## config.mk

```make
export PLATFORM = sky130hd
export DESIGN_NAME = bcc_top
export DESIGN_NICKNAME = d
export VERILOG_FILES = /design/src/bcc_pkg.sv /design/src/bcc_top.sv
export SDC_FILE = /design/constraint.sdc
export NUM_CORES = 1
export LEC_CHECK = 0
export BUFFER_PORTS_ARGS = -buffer_cell sky130_fd_sc_hd__buf_2
export CORE_ASPECT_RATIO = 1.25
export CORE_MARGIN = 2
export CORE_UTILIZATION = 25
export CTS_CLUSTER_SIZE = 25
export DETAILED_ROUTE_END_ITERATION = 8
export MAX_ROUTING_LAYER = met4
export PLACE_DENSITY = 0.55
export SETUP_SLACK_MARGIN = 0.2
export SYNTH_ARGS = -nofsm -noshare
export SYNTH_HDL_FRONTEND = slang
export SYNTH_SLANG_ARGS = --single-unit
```

## constraint.sdc

```tcl
create_clock -name mclk -period 2.3 [get_ports mclk]
set_input_delay 0.46 -clock mclk [delete_from_list [all_inputs] [get_ports mclk]]
set_output_delay 0.46 -clock mclk [all_outputs]
set_load 0.01 [all_outputs]
```

## src/bcc_pkg.sv

```systemverilog
package bcc_pkg;

	// Parity space select field encodings
	localparam logic [1:0] PSEL_OFF       = 2'h0;
	localparam logic [1:0] PSEL_DRAM      = 2'h1;
	localparam logic [1:0] PSEL_DRAM_AREA2 = 2'h2;

	// Fixed state counts of bus cycles, boot mode value and area codes
	localparam logic [2:0] ST_ONE    = 3'h1;
	localparam logic [2:0] ST_TWO    = 3'h2;
	localparam logic [2:0] ST_THREE  = 3'h3;
	localparam logic [2:0] ST_FOUR   = 3'h4;
	localparam logic [2:0] BOOT_ROM  = 3'h2;
	localparam logic [2:0] AREA_ROM  = 3'h0;
	localparam logic [2:0] AREA_DRAM = 3'h1;
	localparam logic [2:0] AREA_PAR2 = 3'h2;
	localparam logic [2:0] AREA_PERI = 3'h5;
	localparam logic [2:0] AREA_MIO  = 3'h6;
	localparam logic [2:0] AREA_RAM  = 3'h7;

	// Reset values
	localparam logic [3:0] CNT_RST  = 4'h0;
	localparam logic [1:0] LW_RST   = 2'h0;

	typedef enum logic [3:0] {
		ARB_IDLE = 4'b0001,
		ARB_CYC  = 4'b0010,
		ARB_REL  = 4'b0100,
		ARB_RFSH = 4'b1000
	} bcc_arb_e;

	typedef enum logic [1:0] {
		OWN_CPU = 2'b01,
		OWN_DMA = 2'b10
	} bcc_own_e;

	// One bus cycle request from the internal side
	typedef struct packed {
		logic       valid;
		logic       write;
		logic       dma_single;
		logic [2:0] area;
		logic       a27;
		logic       dram;
		logic       mio;
		logic       a0;
		logic       hi_byte;
		logic       lo_byte;
	} bcc_req_s;

	// Configuration bits
	typedef struct packed {
		logic [1:0] parity_space_sel;
		logic       parity_polarity;
		logic       parity_force;
		logic       byte_access_select;
		logic       warp;
		logic [7:0] wait_ctrl_1;
		logic [7:0] wait_ctrl_2;
		logic       write_wait_bit;
		logic [1:0] long_wait;
		logic [2:0] boot_mode_pins;
	} bcc_cfg_s;

	// External strobes
	typedef struct packed {
		logic write_high_n;
		logic write_low_n;
		logic write_n;
		logic high_byte_strobe_n;
		logic low_byte_strobe_n;
		logic addr0;
	} bcc_strb_s;

endpackage

```

## src/bcc_top.sv

```systemverilog
`timescale 1ns/1ps
module bcc_top
	import bcc_pkg::*;
(
	input  wire logic        mclk,
	input  wire logic        rstn,
	input  wire bcc_cfg_s    cfg,
	input  wire bcc_req_s    cpu_req,
	input  wire bcc_req_s    dma_req,
	input  wire logic        int_req,
	input  wire logic        refresh_req,
	input  wire logic        bus_request_n,
	input  wire logic        wait_n,
	input  wire logic [15:0] addr_data_bus_in,
	input  wire logic        parity_pin_upper_in,
	input  wire logic        parity_pin_lower_in,
	input  wire logic        parity_err_clr,
	output logic             bus_ack_n,
	output logic             cpu_done,
	output logic             dma_done,
	output logic             int_go,
	output logic             refresh_go,
	output bcc_strb_s        strobes,
	output logic             parity_pin_upper_out,
	output logic             parity_pin_lower_out,
	output logic             parity_pin_oe,
	output logic             parity_error_irq,
	output logic [15:0]      read_data
);

	typedef struct packed {
		bcc_arb_e   arb;
		bcc_own_e   own;
		bcc_req_s   cur;
		logic [3:0] cnt;
		logic       wait_ok;
		logic       first;
		logic       ack_n;
		logic       cpu_done;
		logic       dma_done;
		logic       int_go;
		logic       rf_go;
		bcc_strb_s  strb;
		logic       dp_hi;
		logic       dp_lo;
		logic       dp_oe;
		logic       perr;
		logic [15:0] rdata;
	} bcc_state_s;

	bcc_state_s state_reg;
	bcc_state_s state_next;

	// Even count of ones in a byte gives zero; polarity 1 asks for odd total
	function automatic logic byte_parity(input logic [7:0] d, input logic odd);
		byte_parity = (^d) ^ odd;
	endfunction

	// Is the access in the selected parity space
	function automatic logic in_parity_space(input bcc_req_s r, input logic [1:0] sel);
		logic dram_hit;
		logic a2_hit;
		dram_hit = r.dram && (r.area == AREA_DRAM);
		a2_hit = !r.dram && (r.area == AREA_PAR2);
		in_parity_space = ((sel == PSEL_DRAM) && dram_hit) ||
			((sel == PSEL_DRAM_AREA2) && (dram_hit || a2_hit));
	endfunction

	// Fixed part of the cycle length and whether the wait pin is honoured
	function automatic logic [3:0] cycle_states(input bcc_req_s r, input bcc_cfg_s c,
		output logic wsample);
		logic bit_on;
		logic [3:0] n;
		bit_on = c.wait_ctrl_1[r.area] | c.wait_ctrl_2[r.area];
		wsample = 1'b0;
		n = {1'b0, ST_ONE};
		if (r.area == AREA_ROM && c.boot_mode_pins == BOOT_ROM) begin
			n = {1'b0, ST_ONE};
		end else if (r.area == AREA_RAM && !r.a27) begin
			n = {1'b0, ST_ONE};
		end else if (r.area == AREA_PERI && r.a27) begin
			n = {1'b0, ST_THREE};
		end else if (r.mio && r.area == AREA_MIO) begin
			n = {1'b0, ST_FOUR};
			wsample = 1'b1;
		end else if (r.dram && r.area == AREA_DRAM) begin
			// Write column length follows the write wait bit
			if (r.write ? c.write_wait_bit : bit_on) begin
				n = {1'b0, ST_TWO};
				wsample = 1'b1;
			end
		end else if (r.area == AREA_ROM || r.area == AREA_PAR2 || r.area == AREA_MIO) begin
			// Long wait field 0..3 encodes 2..5 states
			n = 4'({1'b0, ST_ONE}) + 4'(c.long_wait) + 4'h1;
			wsample = r.write | bit_on;
		end else if (r.write || bit_on) begin
			n = {1'b0, ST_TWO};
			wsample = 1'b1;
		end else begin
			n = {1'b0, ST_ONE};
		end
		cycle_states = n;
	endfunction

	// Next state logic
	always_comb begin
		logic ws;
		logic [3:0] n;
		logic par;
		bcc_req_s pick;
		ws = 1'b0;
		n = CNT_RST;
		par = 1'b0;
		pick = '0;
		state_next = state_reg;
		state_next.cpu_done = 1'b0;
		state_next.dma_done = 1'b0;
		state_next.int_go = 1'b0;
		state_next.rf_go = 1'b0;
		// Clear loses to a new error in the same cycle
		if (parity_err_clr) begin
			state_next.perr = 1'b0;
		end
		unique case (state_reg.arb)
			ARB_IDLE: begin
				state_next.strb = '1;
				state_next.strb.addr0 = 1'b0;
				state_next.dp_oe = 1'b0;
				if (!bus_request_n) begin
					state_next.arb = ARB_REL;
					state_next.ack_n = refresh_req;
				end else if (refresh_req) begin
					state_next.arb = ARB_RFSH;
				end else if (dma_req.valid || cpu_req.valid) begin
					pick = dma_req.valid ? dma_req : cpu_req;
					state_next.own = dma_req.valid ? OWN_DMA : OWN_CPU;
					state_next.cur = pick;
					n = cycle_states(pick, cfg, ws);
					state_next.cnt = n;
					state_next.wait_ok = ws;
					state_next.first = 1'b1;
					state_next.arb = ARB_CYC;
					if (pick.write) begin
						// Scheme select: split write strobes or common write with byte strobes
						if (cfg.byte_access_select) begin
							state_next.strb.write_n = 1'b0;
							state_next.strb.high_byte_strobe_n = !pick.hi_byte;
							state_next.strb.low_byte_strobe_n = !pick.lo_byte;
						end else begin
							state_next.strb.write_high_n = !pick.hi_byte;
							state_next.strb.write_low_n = !pick.lo_byte;
							state_next.strb.addr0 = pick.a0;
						end
					end else begin
						// Reads mark their byte lanes, so the far side knows a cycle is on
						state_next.strb.high_byte_strobe_n = !pick.hi_byte;
						state_next.strb.low_byte_strobe_n = !pick.lo_byte;
					end
					if (pick.write && in_parity_space(pick, cfg.parity_space_sel)) begin
						state_next.dp_oe = 1'b1;
						state_next.dp_hi = cfg.parity_force ? 1'b1 :
							byte_parity(addr_data_bus_in[15:8], cfg.parity_polarity);
						state_next.dp_lo = cfg.parity_force ? 1'b1 :
							byte_parity(addr_data_bus_in[7:0], cfg.parity_polarity);
					end
				end
			end
			ARB_CYC: begin
				state_next.first = 1'b0;
				// Warp: internal access joins a write cycle from its second state
				if (cfg.warp && state_reg.cur.write && !state_reg.first && int_req) begin
					state_next.int_go = 1'b1;
				end
				// Wait pin stretches only at the last state of the cycle
				if (state_reg.cnt > 4'h1) begin
					state_next.cnt = state_reg.cnt - 4'h1;
				end else if (state_reg.wait_ok && !wait_n) begin
					state_next.cnt = 4'h1;
				end else begin
					// Cycle ends; a pending external request is honoured after it
					state_next.arb = ARB_IDLE;
					state_next.cnt = CNT_RST;
					state_next.strb = '1;
					state_next.strb.addr0 = 1'b0;
					state_next.dp_oe = 1'b0;
					state_next.cpu_done = (state_reg.own == OWN_CPU);
					state_next.dma_done = (state_reg.own == OWN_DMA);
					if (!state_reg.cur.write) begin
						state_next.rdata = addr_data_bus_in;
						if (in_parity_space(state_reg.cur, cfg.parity_space_sel)) begin
							par = (byte_parity(addr_data_bus_in[15:8], cfg.parity_polarity)
								!= parity_pin_upper_in) ||
								(byte_parity(addr_data_bus_in[7:0], cfg.parity_polarity)
								!= parity_pin_lower_in);
							if (par) begin
								state_next.perr = 1'b1;
							end
						end
					end
				end
			end
			ARB_REL: begin
				// Refresh pending: signal it by raising acknowledge, keep bus out
				if (refresh_req) begin
					state_next.ack_n = 1'b1;
				end else begin
					state_next.ack_n = 1'b0;
				end
				if (bus_request_n) begin
					state_next.ack_n = 1'b1;
					state_next.arb = refresh_req ? ARB_RFSH : ARB_IDLE;
				end
			end
			ARB_RFSH: begin
				state_next.rf_go = 1'b1;
				state_next.arb = ARB_IDLE;
			end
			default: begin
				state_next.arb = ARB_IDLE;
			end
		endcase
	end

	// State register
	always_ff @(posedge mclk or negedge rstn) begin
		if (!rstn) begin
			state_reg <= '0;
			state_reg.arb <= ARB_IDLE;
			state_reg.own <= OWN_CPU;
			state_reg.ack_n <= 1'b1;
			state_reg.strb <= 6'h3e;
		end else begin
			state_reg <= state_next;
		end
	end

	// Outputs straight from state
	assign bus_ack_n = state_reg.ack_n;
	assign cpu_done = state_reg.cpu_done;
	assign dma_done = state_reg.dma_done;
	assign int_go = state_reg.int_go;
	assign refresh_go = state_reg.rf_go;
	assign strobes = state_reg.strb;
	assign parity_pin_upper_out = state_reg.dp_hi;
	assign parity_pin_lower_out = state_reg.dp_lo;
	assign parity_pin_oe = state_reg.dp_oe;
	assign parity_error_irq = state_reg.perr;
	assign read_data = state_reg.rdata;

endmodule

```

**After elaboration in Yosys (flattened, before gate mapping)**

Index checks and enable logic that the tools add are counted.

- Bits of input ports: 77
- Register bits: 55
- Logic and storage cells: 184

- Multiplexer cells: 69
- Reductions and logical operators: 45
- Bitwise gates (word level): 8
- Order comparisons: 2
- Add/subtract/negate cells: 3
- Equality and inequality tests: 26

Operators with widths:

| kind | number |
|---|---|
| $mux W4 | 13 |
| $mux W18 | 2 |
| $mux W17 | 2 |
| $mux W9 | 3 |
| $mux W1 | 24 |
| $mux W24 | 1 |
| $mux W6 | 4 |
| $logic_and A1 B1 Y1 | 17 |
| $reduce_and A4 Y1 | 4 |
| $reduce_xor A8 Y1 | 2 |
| $mux W2 | 7 |
| $ne A2 B2 Y1 const B | 7 |
| $mux W12 | 1 |
| $mux W3 | 4 |
| $pmux W4 S3 | 1 |
| $pmux W6 S2 | 1 |
| $eq A3 B2 Y1 const B | 3 |
| $eq A3 B3 Y1 const B | 3 |
| $logic_or A1 B1 Y1 | 9 |
| $pmux W4 S2 | 1 |
| $logic_not A1 Y1 | 7 |
| $bmux W1 S3 | 2 |
| $eq A3 B1 Y1 const B | 2 |
| $pmux W1 S2 | 3 |
| other kinds (21) | 30 |

**Logic depth before layout (Yosys ltp)**

Gate-level depths: netlist (run 1).

- Depth after elaboration: 16
- Depth in mapped cells: 8

**Least setup slack after synthesis (run 1)**

No wires, ideal clock.

- Kind: flip-flop to flip-flop
- Start: register state_reg[51] in the netlist's numbering
- End: register state_reg (netlist bit parity_pin_lower_out)
- Setup slack: -0.035 ns
- Path buffers: 2
- Data required time: 2.179 ns
- Arrival: 2.213 ns
- Setup time: 0.121 ns
- Cell stages (with the launch flop): 8
- Cells stage by stage: dfstp_2 > or4b_1 > buf_2 > or3_4 > buf_6 > a2111oi_4 > nand2_1 > o22a_1

- Longest elaborated chain between the ends: 2

Ends and longest elaborated chain:

| item | line | text |
|---|---|---|
| from (decl) | bcc_top.sv:51 | `bcc_state_s state_reg;` |
| from (signal assigned) | bcc_top.sv:233 | `state_reg <= state_next;` |
| $eq A4 B1 Y1 | bcc_top.sv:124 | `unique case (state_reg.arb)` |
| $reduce_and A5 Y1 (no source line) | -- |  |

No other way between the ends.
A chain may end at the register's enable or synchronous reset.

**Worst setup path in the final report (run 1)**

- Start: register state_reg[51] in the netlist's numbering
- End: register state_reg (netlist bit parity_pin_upper_out)

The elaborated chain is that of the path after synthesis.

==> metrics.txt, run 1 <==
setup_tns 0 ns; number of synthesized register bits 48; clock root buffer master clkbuf_16; Lkg Pwr 1.803 nW; Nets 467; Chip Height 123.2 um; Clock Latency Late Sink 0.29 ns; Reg2Reg Setup Slack 0.31 ns; complex-gate fraction of the synthesized area 0.1202; Die X 99.38 um; initial antenna violation count 0; depth of the CTS H-tree 2; max cap viols 0; Worst Setup Path Type reg -> reg; CP max stage delay 0.53 ns; vias in the first global route 2353; # diodes 0; Initial Util 0.2565; Cell Pwr Density 881.0 mW/mm^2; status finished clean; headroom to the max-slew limit 0.6012; CTS tree built; core box area 0.01108 mm^2; syn nets 365; Die Area 0.01225 mm^2; wire per inst 13.75 um; critical path cell sequence or4b_4 > or3_4 > a2111oi_4 > buf_4 > nor2_1 > a21oi_1; DR DRC count 0; Clk pin slew, worst setup/hold paths 0.06 ns; Worst Hold Slack 0.1043 ns; total global routing overflow 0; largest family of logic cells by synthesized area simple AND/OR/NAND/NOR gates; Setup violations, final 0; fillers 1188; Crit path required time 2.52 ns; 1st-iter DRT viols 46; Synth Area in Adders 0.008803; Layout area overhead 29.01%; worst r2r src state_reg[51]$_DFFE_PN1P_; Achievable Freq 0.5014 GHz; I/O Buffers 105; crit path launch type flop; area share of the largest cell type after synthesis 0.3521; Worst R2R Path Depth 6; max FFs per register 17; Inserted Clock Buffers 5; simple-gate share of the synthesized area 0.1690; WP buf/inv 1; CTS Buffer Depth 2; synth warn 0; count leader, synth dfrtp_1; Tcrit/Tclk final 0.8672; share of cells above drive strength 1 0.4524; Rows 43; Setup Skew 0.004184 ns; minimum clock period 1.995 ns; Crit. End Element flop; post-synthesis mux area share 0.1369; Max FO, Critical Path 4; via-per-instance ratio 4.590; FF/Latch Area 0.001211 mm^2; total power after layout 3.231 mW; post-synth cell types 50; xor/xnor cell area share of the yosys netlist 0.05898; ranking of synthesized cells by area dfrtp_1 (35%), mux2_2 (8.7%), dfstp_2 (7.4%); Avg Inst Size Synth 9.940 um^2; Worst path slowest cell dfstp_2; TritonCTS Sinks 48; VDD IR max 0.2864 mV; routability congestion estimate 0.8708; router iterations before antenna repair 4; CP top delay family simple AND/OR/NAND/NOR gates; reg-to-reg critical path endpoint parity_pin_upper_out$_DFFE_PN0P_; GR Util All Layers 0.1217; WL final 7206 um; synth cell count leaders dfrtp_1 (40), nor2_1 (32), nand2_1 (26); Vias 2405; area occupied by multi-input gates 0.001440 mm^2; area leader, netlist dfrtp_1; Synth async-reset ratio 1.000; Mapped Cells 286; Synth Cell Area 0.002843 mm^2; Placed Instances 512; Final Hold Viols 0; I/O pins 108; top_reg_cell synth dfrtp_1; fin. max-slew vios 0; number of synthesized flops with an enable pin 0; fin cells 524; Hold WC Path Type in -> async; DP HPWL 5622 um; Seq/Total Area, Yosys 0.4261; Slew @ Worst Pin 0.5899 ns; CP Data Arrival Time 2.21 ns; RSZ-0062 raised after global routing no; first-pass GRT wire length 11310 um; largest net degree at the start of global routing 20; number of antenna-violating nets in the routed design 0
[metal layers]
layer / wire, um / global-route usage
met5: 0 / -
met4: 111 / 0.04966
met3: 399 / 0.02205
met2: 3509 / 0.2031
met1: 3184 / 0.1457
[through the flow]
step,setup slack (ns),util,cell area [um^2]
2_1_floorplan,0.04219,-,2844
5_1_grt,0.2106,0.3309,3667
6_report,0.3055,0.3309,3667
3_3_place_gp,0.07037,0.3115,3452
4_1_cts,0.1727,0.3286,3642
3_5_place_dp,0.03769,0.3115,3452
[cell usage in the layout (no fill, tap or decap), types with 2 or more instances in the layout]
cell,netlist,routed
nand2b_1,2,2
inv_1,4,4
buf_4,23,21
a21o_1,2,2
xnor2_1,10,10
o21ai_0,19,18
nand2_1,26,25
mux2_2,22,22
dfstp_2,8,8
or2_2,2,2
buf_2,2,105
nor4b_1,4,3
xor2_1,4,4
xnor3_1,2,2
nand3_1,6,6
dfrtp_1,40,40
nor4_1,3,3
and3_1,3,3
a31oi_1,6,6
mux2i_1,13,13
nor2_1,32,31
clkinv_2,0,2
o21a_1,3,3
nor3_1,9,8
clkbuf_16,0,5
a21oi_1,6,6
nor3b_1,4,3
ha_1,2,2
a41oi_1,2,2
a22oi_1,2,2
[worst register-to-register path: cells and delay by family (launching register included)]
kind	cells	cell delay (ns)
simple gates	3	0.87
flops	1	0.53
compound gates	2	0.33
buf+inv	1	0.19
[cells by family after synthesis]
family,count (synthesis)
xor+xnor,16
compound gates,51
mux,36
simple gates,98
fa+ha+maj,2
buf+inv,35
flops,48
[how the worst max path moves through the flow]
| stage | from | endpoint | slack (ns) | cells past startpoint |
|---|---|---|---|---|
| 6_report | state_reg[51]$_DFFE_PN1P_ | parity_pin_upper_out$_DFFE_PN0P_ | 0.31 | 6 |
| 3_3_place_gp | dma_req[11] | parity_pin_upper_out$_DFFE_PN0P_ | 0.07 | 8 |
| 2_1_floorplan | state_reg[54]$_DFFE_PN0P_ | read_data[10]$_DFFE_PN0P_ | 0.04 | 5 |
| 5_1_grt | dma_req[11] | parity_pin_lower_out$_DFFE_PN0P_ | 0.21 | 7 |
| 4_1_cts | state_reg[51]$_DFFE_PN1P_ | parity_pin_upper_out$_DFFE_PN0P_ | 0.17 | 6 |
| 3_5_place_dp | dma_req[11] | parity_pin_upper_out$_DFFE_PN0P_ | 0.04 | 8 |
[cell type report]
class | instances | area share
multi-input combinational | 203 | 0.3927
sequential | 48 | 0.3303
timing repair buffer | 126 | 0.1863
tap | 135 | 0.04606
clock buffer | 6 | 0.03787
inverter | 4 | 0.004094
clock inverter | 2 | 0.002729
[power breakdown]
part	switching, mW	internal, mW	total, mW
logic	0.616	0.585	1.20
registers	0.161	1.12	1.29
clock network	0.315	0.429	0.744
total	1.09	2.14	3.23
[timing repair]
item	CTS	global route
setup endpoints to repair	4	23
buffers inserted	4	0
pin swaps	2	2
gates resized for setup	3	5
hold buffers	0	0
No activity file was read; power rests on OpenSTA's default activity.
==> inputs of run 2 (changes only) <==
Settings changed: CORE_ASPECT_RATIO 1.25 to 0.75, SKIP_LAST_GASP set to 1.
==> metrics.txt, run 2 (same netlist as run 1, synthesis figures left out) <==
max FFs per register 17 (unchanged); CP top delay family simple AND/OR/NAND/NOR gates; Achievable Freq 0.4725 GHz (-5.8%); fillers 1139 (-4.1%); DR DRC count 0 (unchanged); GR Util All Layers 0.1243 (+0.002545); initial antenna violation count 0 (unchanged); Comb power frac 0.363 (-0.009); Layout area overhead 27.20%; CTS Buffer Depth 2 (unchanged); Crit. End Element flop; critical path cell sequence or4b_4 > or3_4 > a2111oi_4 > buf_4 > nor2_1 > a21oi_1; Crit path required time 2.50 ns (-0.02 ns); Slew @ Worst Pin 0.6874 ns (+0.09759 ns); Hold WC Path Type in -> async; Die Area 0.01225 mm^2 (about the same); Chip Height 96.35 um (-22%); clock root buffer master clkbuf_16; dpl cell area 0.003458 mm^2 (+0.18%); CTS tree built; RSZ-0062 raised after global routing yes; commonest non-fill, non-tap cell in the layout buf_2; minimum clock period 2.117 ns (+0.1221 ns); global-route met2 utilization 0.1980 (-0.005096); Setup Skew 0.005837 ns (+0.001653 ns); wire per inst 13.60 um (-1.1%); Vias 2333 (-3.0%); GRT Max-Usage Layer met2; core box area 0.01102 mm^2 (-0.53%); via-per-instance ratio 4.435 (-3.4%); Clk pwr share 0.228 (-0.002); Die X 127.1 um (+28%); Max FO, Critical Path 4 (unchanged); WL final 7156 um (-0.69%); Initial Util 0.2579 (+0.001368); Nets 464 (-0.64%); TritonCTS Sinks 48 (unchanged); grt met3 use 0.02168 (-0.0003676); I/O pins 108 (unchanged); Lkg Pwr 1.775 nW (-1.5%); Switch Pwr 1.048 mW (-4.1%); Worst Hold Slack 0.1760 ns (+0.07167 ns); Reg power frac 0.409 (+0.011); status finished clean; # diodes 0 (unchanged); total power after layout 3.147 mW (-2.6%); fin. max-slew vios 0 (unchanged); Inserted Clock Buffers 5 (unchanged); WP buf/inv 1 (unchanged); Setup violations, final 0 (unchanged); vias in the first global route 2385 (+1.4%); depth of the CTS H-tree 2 (unchanged); CP max stage delay 0.52 ns (about the same); max cap viols 0 (unchanged); share of cells above drive strength 1 0.4301 (-0.02239); headroom to the max-slew limit 0.5353 (-0.06598); crit path launch type flop; DP HPWL 5856 um (+4.2%); Rows 33 (-23%); router iterations before antenna repair 4 (unchanged); Cell Pwr Density 870.4 mW/mm^2 (-1.2%); I/O Buffers 105 (unchanged); sw frac 0.3329 (-0.005373); 1st-iter DRT viols 104 (+130%); Tcrit/Tclk final 0.9203 (+0.05308); routability congestion estimate 0.8327 (-4.4%); number of antenna-violating nets in the routed design 0 (unchanged); Finished Cell Area 0.003616 mm^2 (-1.4%); Worst Setup Path Type reg -> reg; Cell Int Power 2.100 mW (-1.8%); Clk pin slew, worst setup/hold paths 0.06 ns (about the same); total global routing overflow 0 (unchanged); VDD IR max 0.3134 mV (+9.4%); setup_tns 0 ns (unchanged); Worst path slowest cell dfstp_2; Final Hold Viols 0 (unchanged); CP Data Arrival Time 2.32 ns (+0.11 ns); GR Util met1 0.1682 (+0.02246); first-pass GRT wire length 11690 um (+3.4%); most frequent cells in the layout buf_2 (105), dfrtp_1 (40), nor2_1 (32); largest net degree at the start of global routing 26 (+30%); Clock Latency Late Sink 0.28 ns (about the same)
-- run 2: cell types whose count changed in the layout (fill, tap and decap cells not counted), sizes merged --
cell,before,now
buf,126,123
clkbuf,6,8
clkinv,2,0
-- run 2: final cells by class --
class	count	area, um^2	share of cell area
multi-input combinational	203	1408	0.3893
tap	140	175.2	0.04844
timing repair buffer	123	660.6	0.1827
inverter	4	15.01	0.004152
sequential	48	1211	0.3349
clock buffer	8	146.4	0.04048
-- run 2: worst reg2reg max path, cell delays in order, from the launching register on --
cell and delay [ns]:
dfstp_2 0.52, or4b_4 0.49, or3_4 0.44, a2111oi_4 0.24, buf_4 0.19, nor2_1 0.04
a21oi_1 0.12
-- run 2: power by group through the flow --
| stage | registers (mW) | logic (mW) | clock network (mW) |
|---|---|---|---|
| 4_1_cts | 1.29 | 1.15 | 0.748 |
| 5_1_grt | 1.32 | 1.28 | 0.785 |
| 6_report | 1.29 | 1.14 | 0.718 |
| 2_1_floorplan | 1.28 | 0.867 | 0 |
| 3_5_place_dp | 1.31 | 1.11 | 0 |
| 3_3_place_gp | 1.29 | 1.09 | 0 |
-- run 2: through the flow --
step,util,setup WS (ns),std cells
2_1_floorplan,-,0.04219,286
4_1_cts,0.3280,0.1665,526
6_report,0.3280,0.1834,526
3_5_place_dp,0.3137,0.01639,517
3_3_place_gp,0.3137,0.05626,517
5_1_grt,0.3280,0.1005,526
-- run 2: worst paths after layout --
kind	startpoint	slack, ns	to	depth (start not counted)
worst max register to register	state_reg[51]$_DFFE_PN1P_	0.18	parity_pin_upper_out$_DFFE_PN0P_	6
worst min-delay path	rstn	0.18	read_data[9]$_DFFE_PN0P_	1
max in group asynchronous	rstn	1.44	strobes[1]$_DFFE_PN1P_	2
worst min register to register	state_reg[50]$_DFFE_PN0P_	0.47	cpu_done$_DFF_PN0_	1
worst max-delay path	state_reg[51]$_DFFE_PN1P_	0.18	parity_pin_upper_out$_DFFE_PN0P_	6
min in group mclk	cfg[23]	0.37	strobes[3]$_DFFE_PN1P_	2
-- run 2: routing by layer --
layer,routed length (um),vias up,share of wire
li1,-,1193,-
met5,0,-,0
met3,411,2,0.057
met4,34,0,0.0048
met2,3054,72,0.43
met1,3656,1066,0.51
-- run 2: timing repair --
| action | 4_1_cts | 5_1_grt |
|---|---|---|
| setup endpoints to repair | 4 | 19 |
| resized for setup | 1 | 0 |
| pin swaps | 0 | 0 |
| hold buffers | 0 | 0 |
| setup buffers | 1 | 0 |
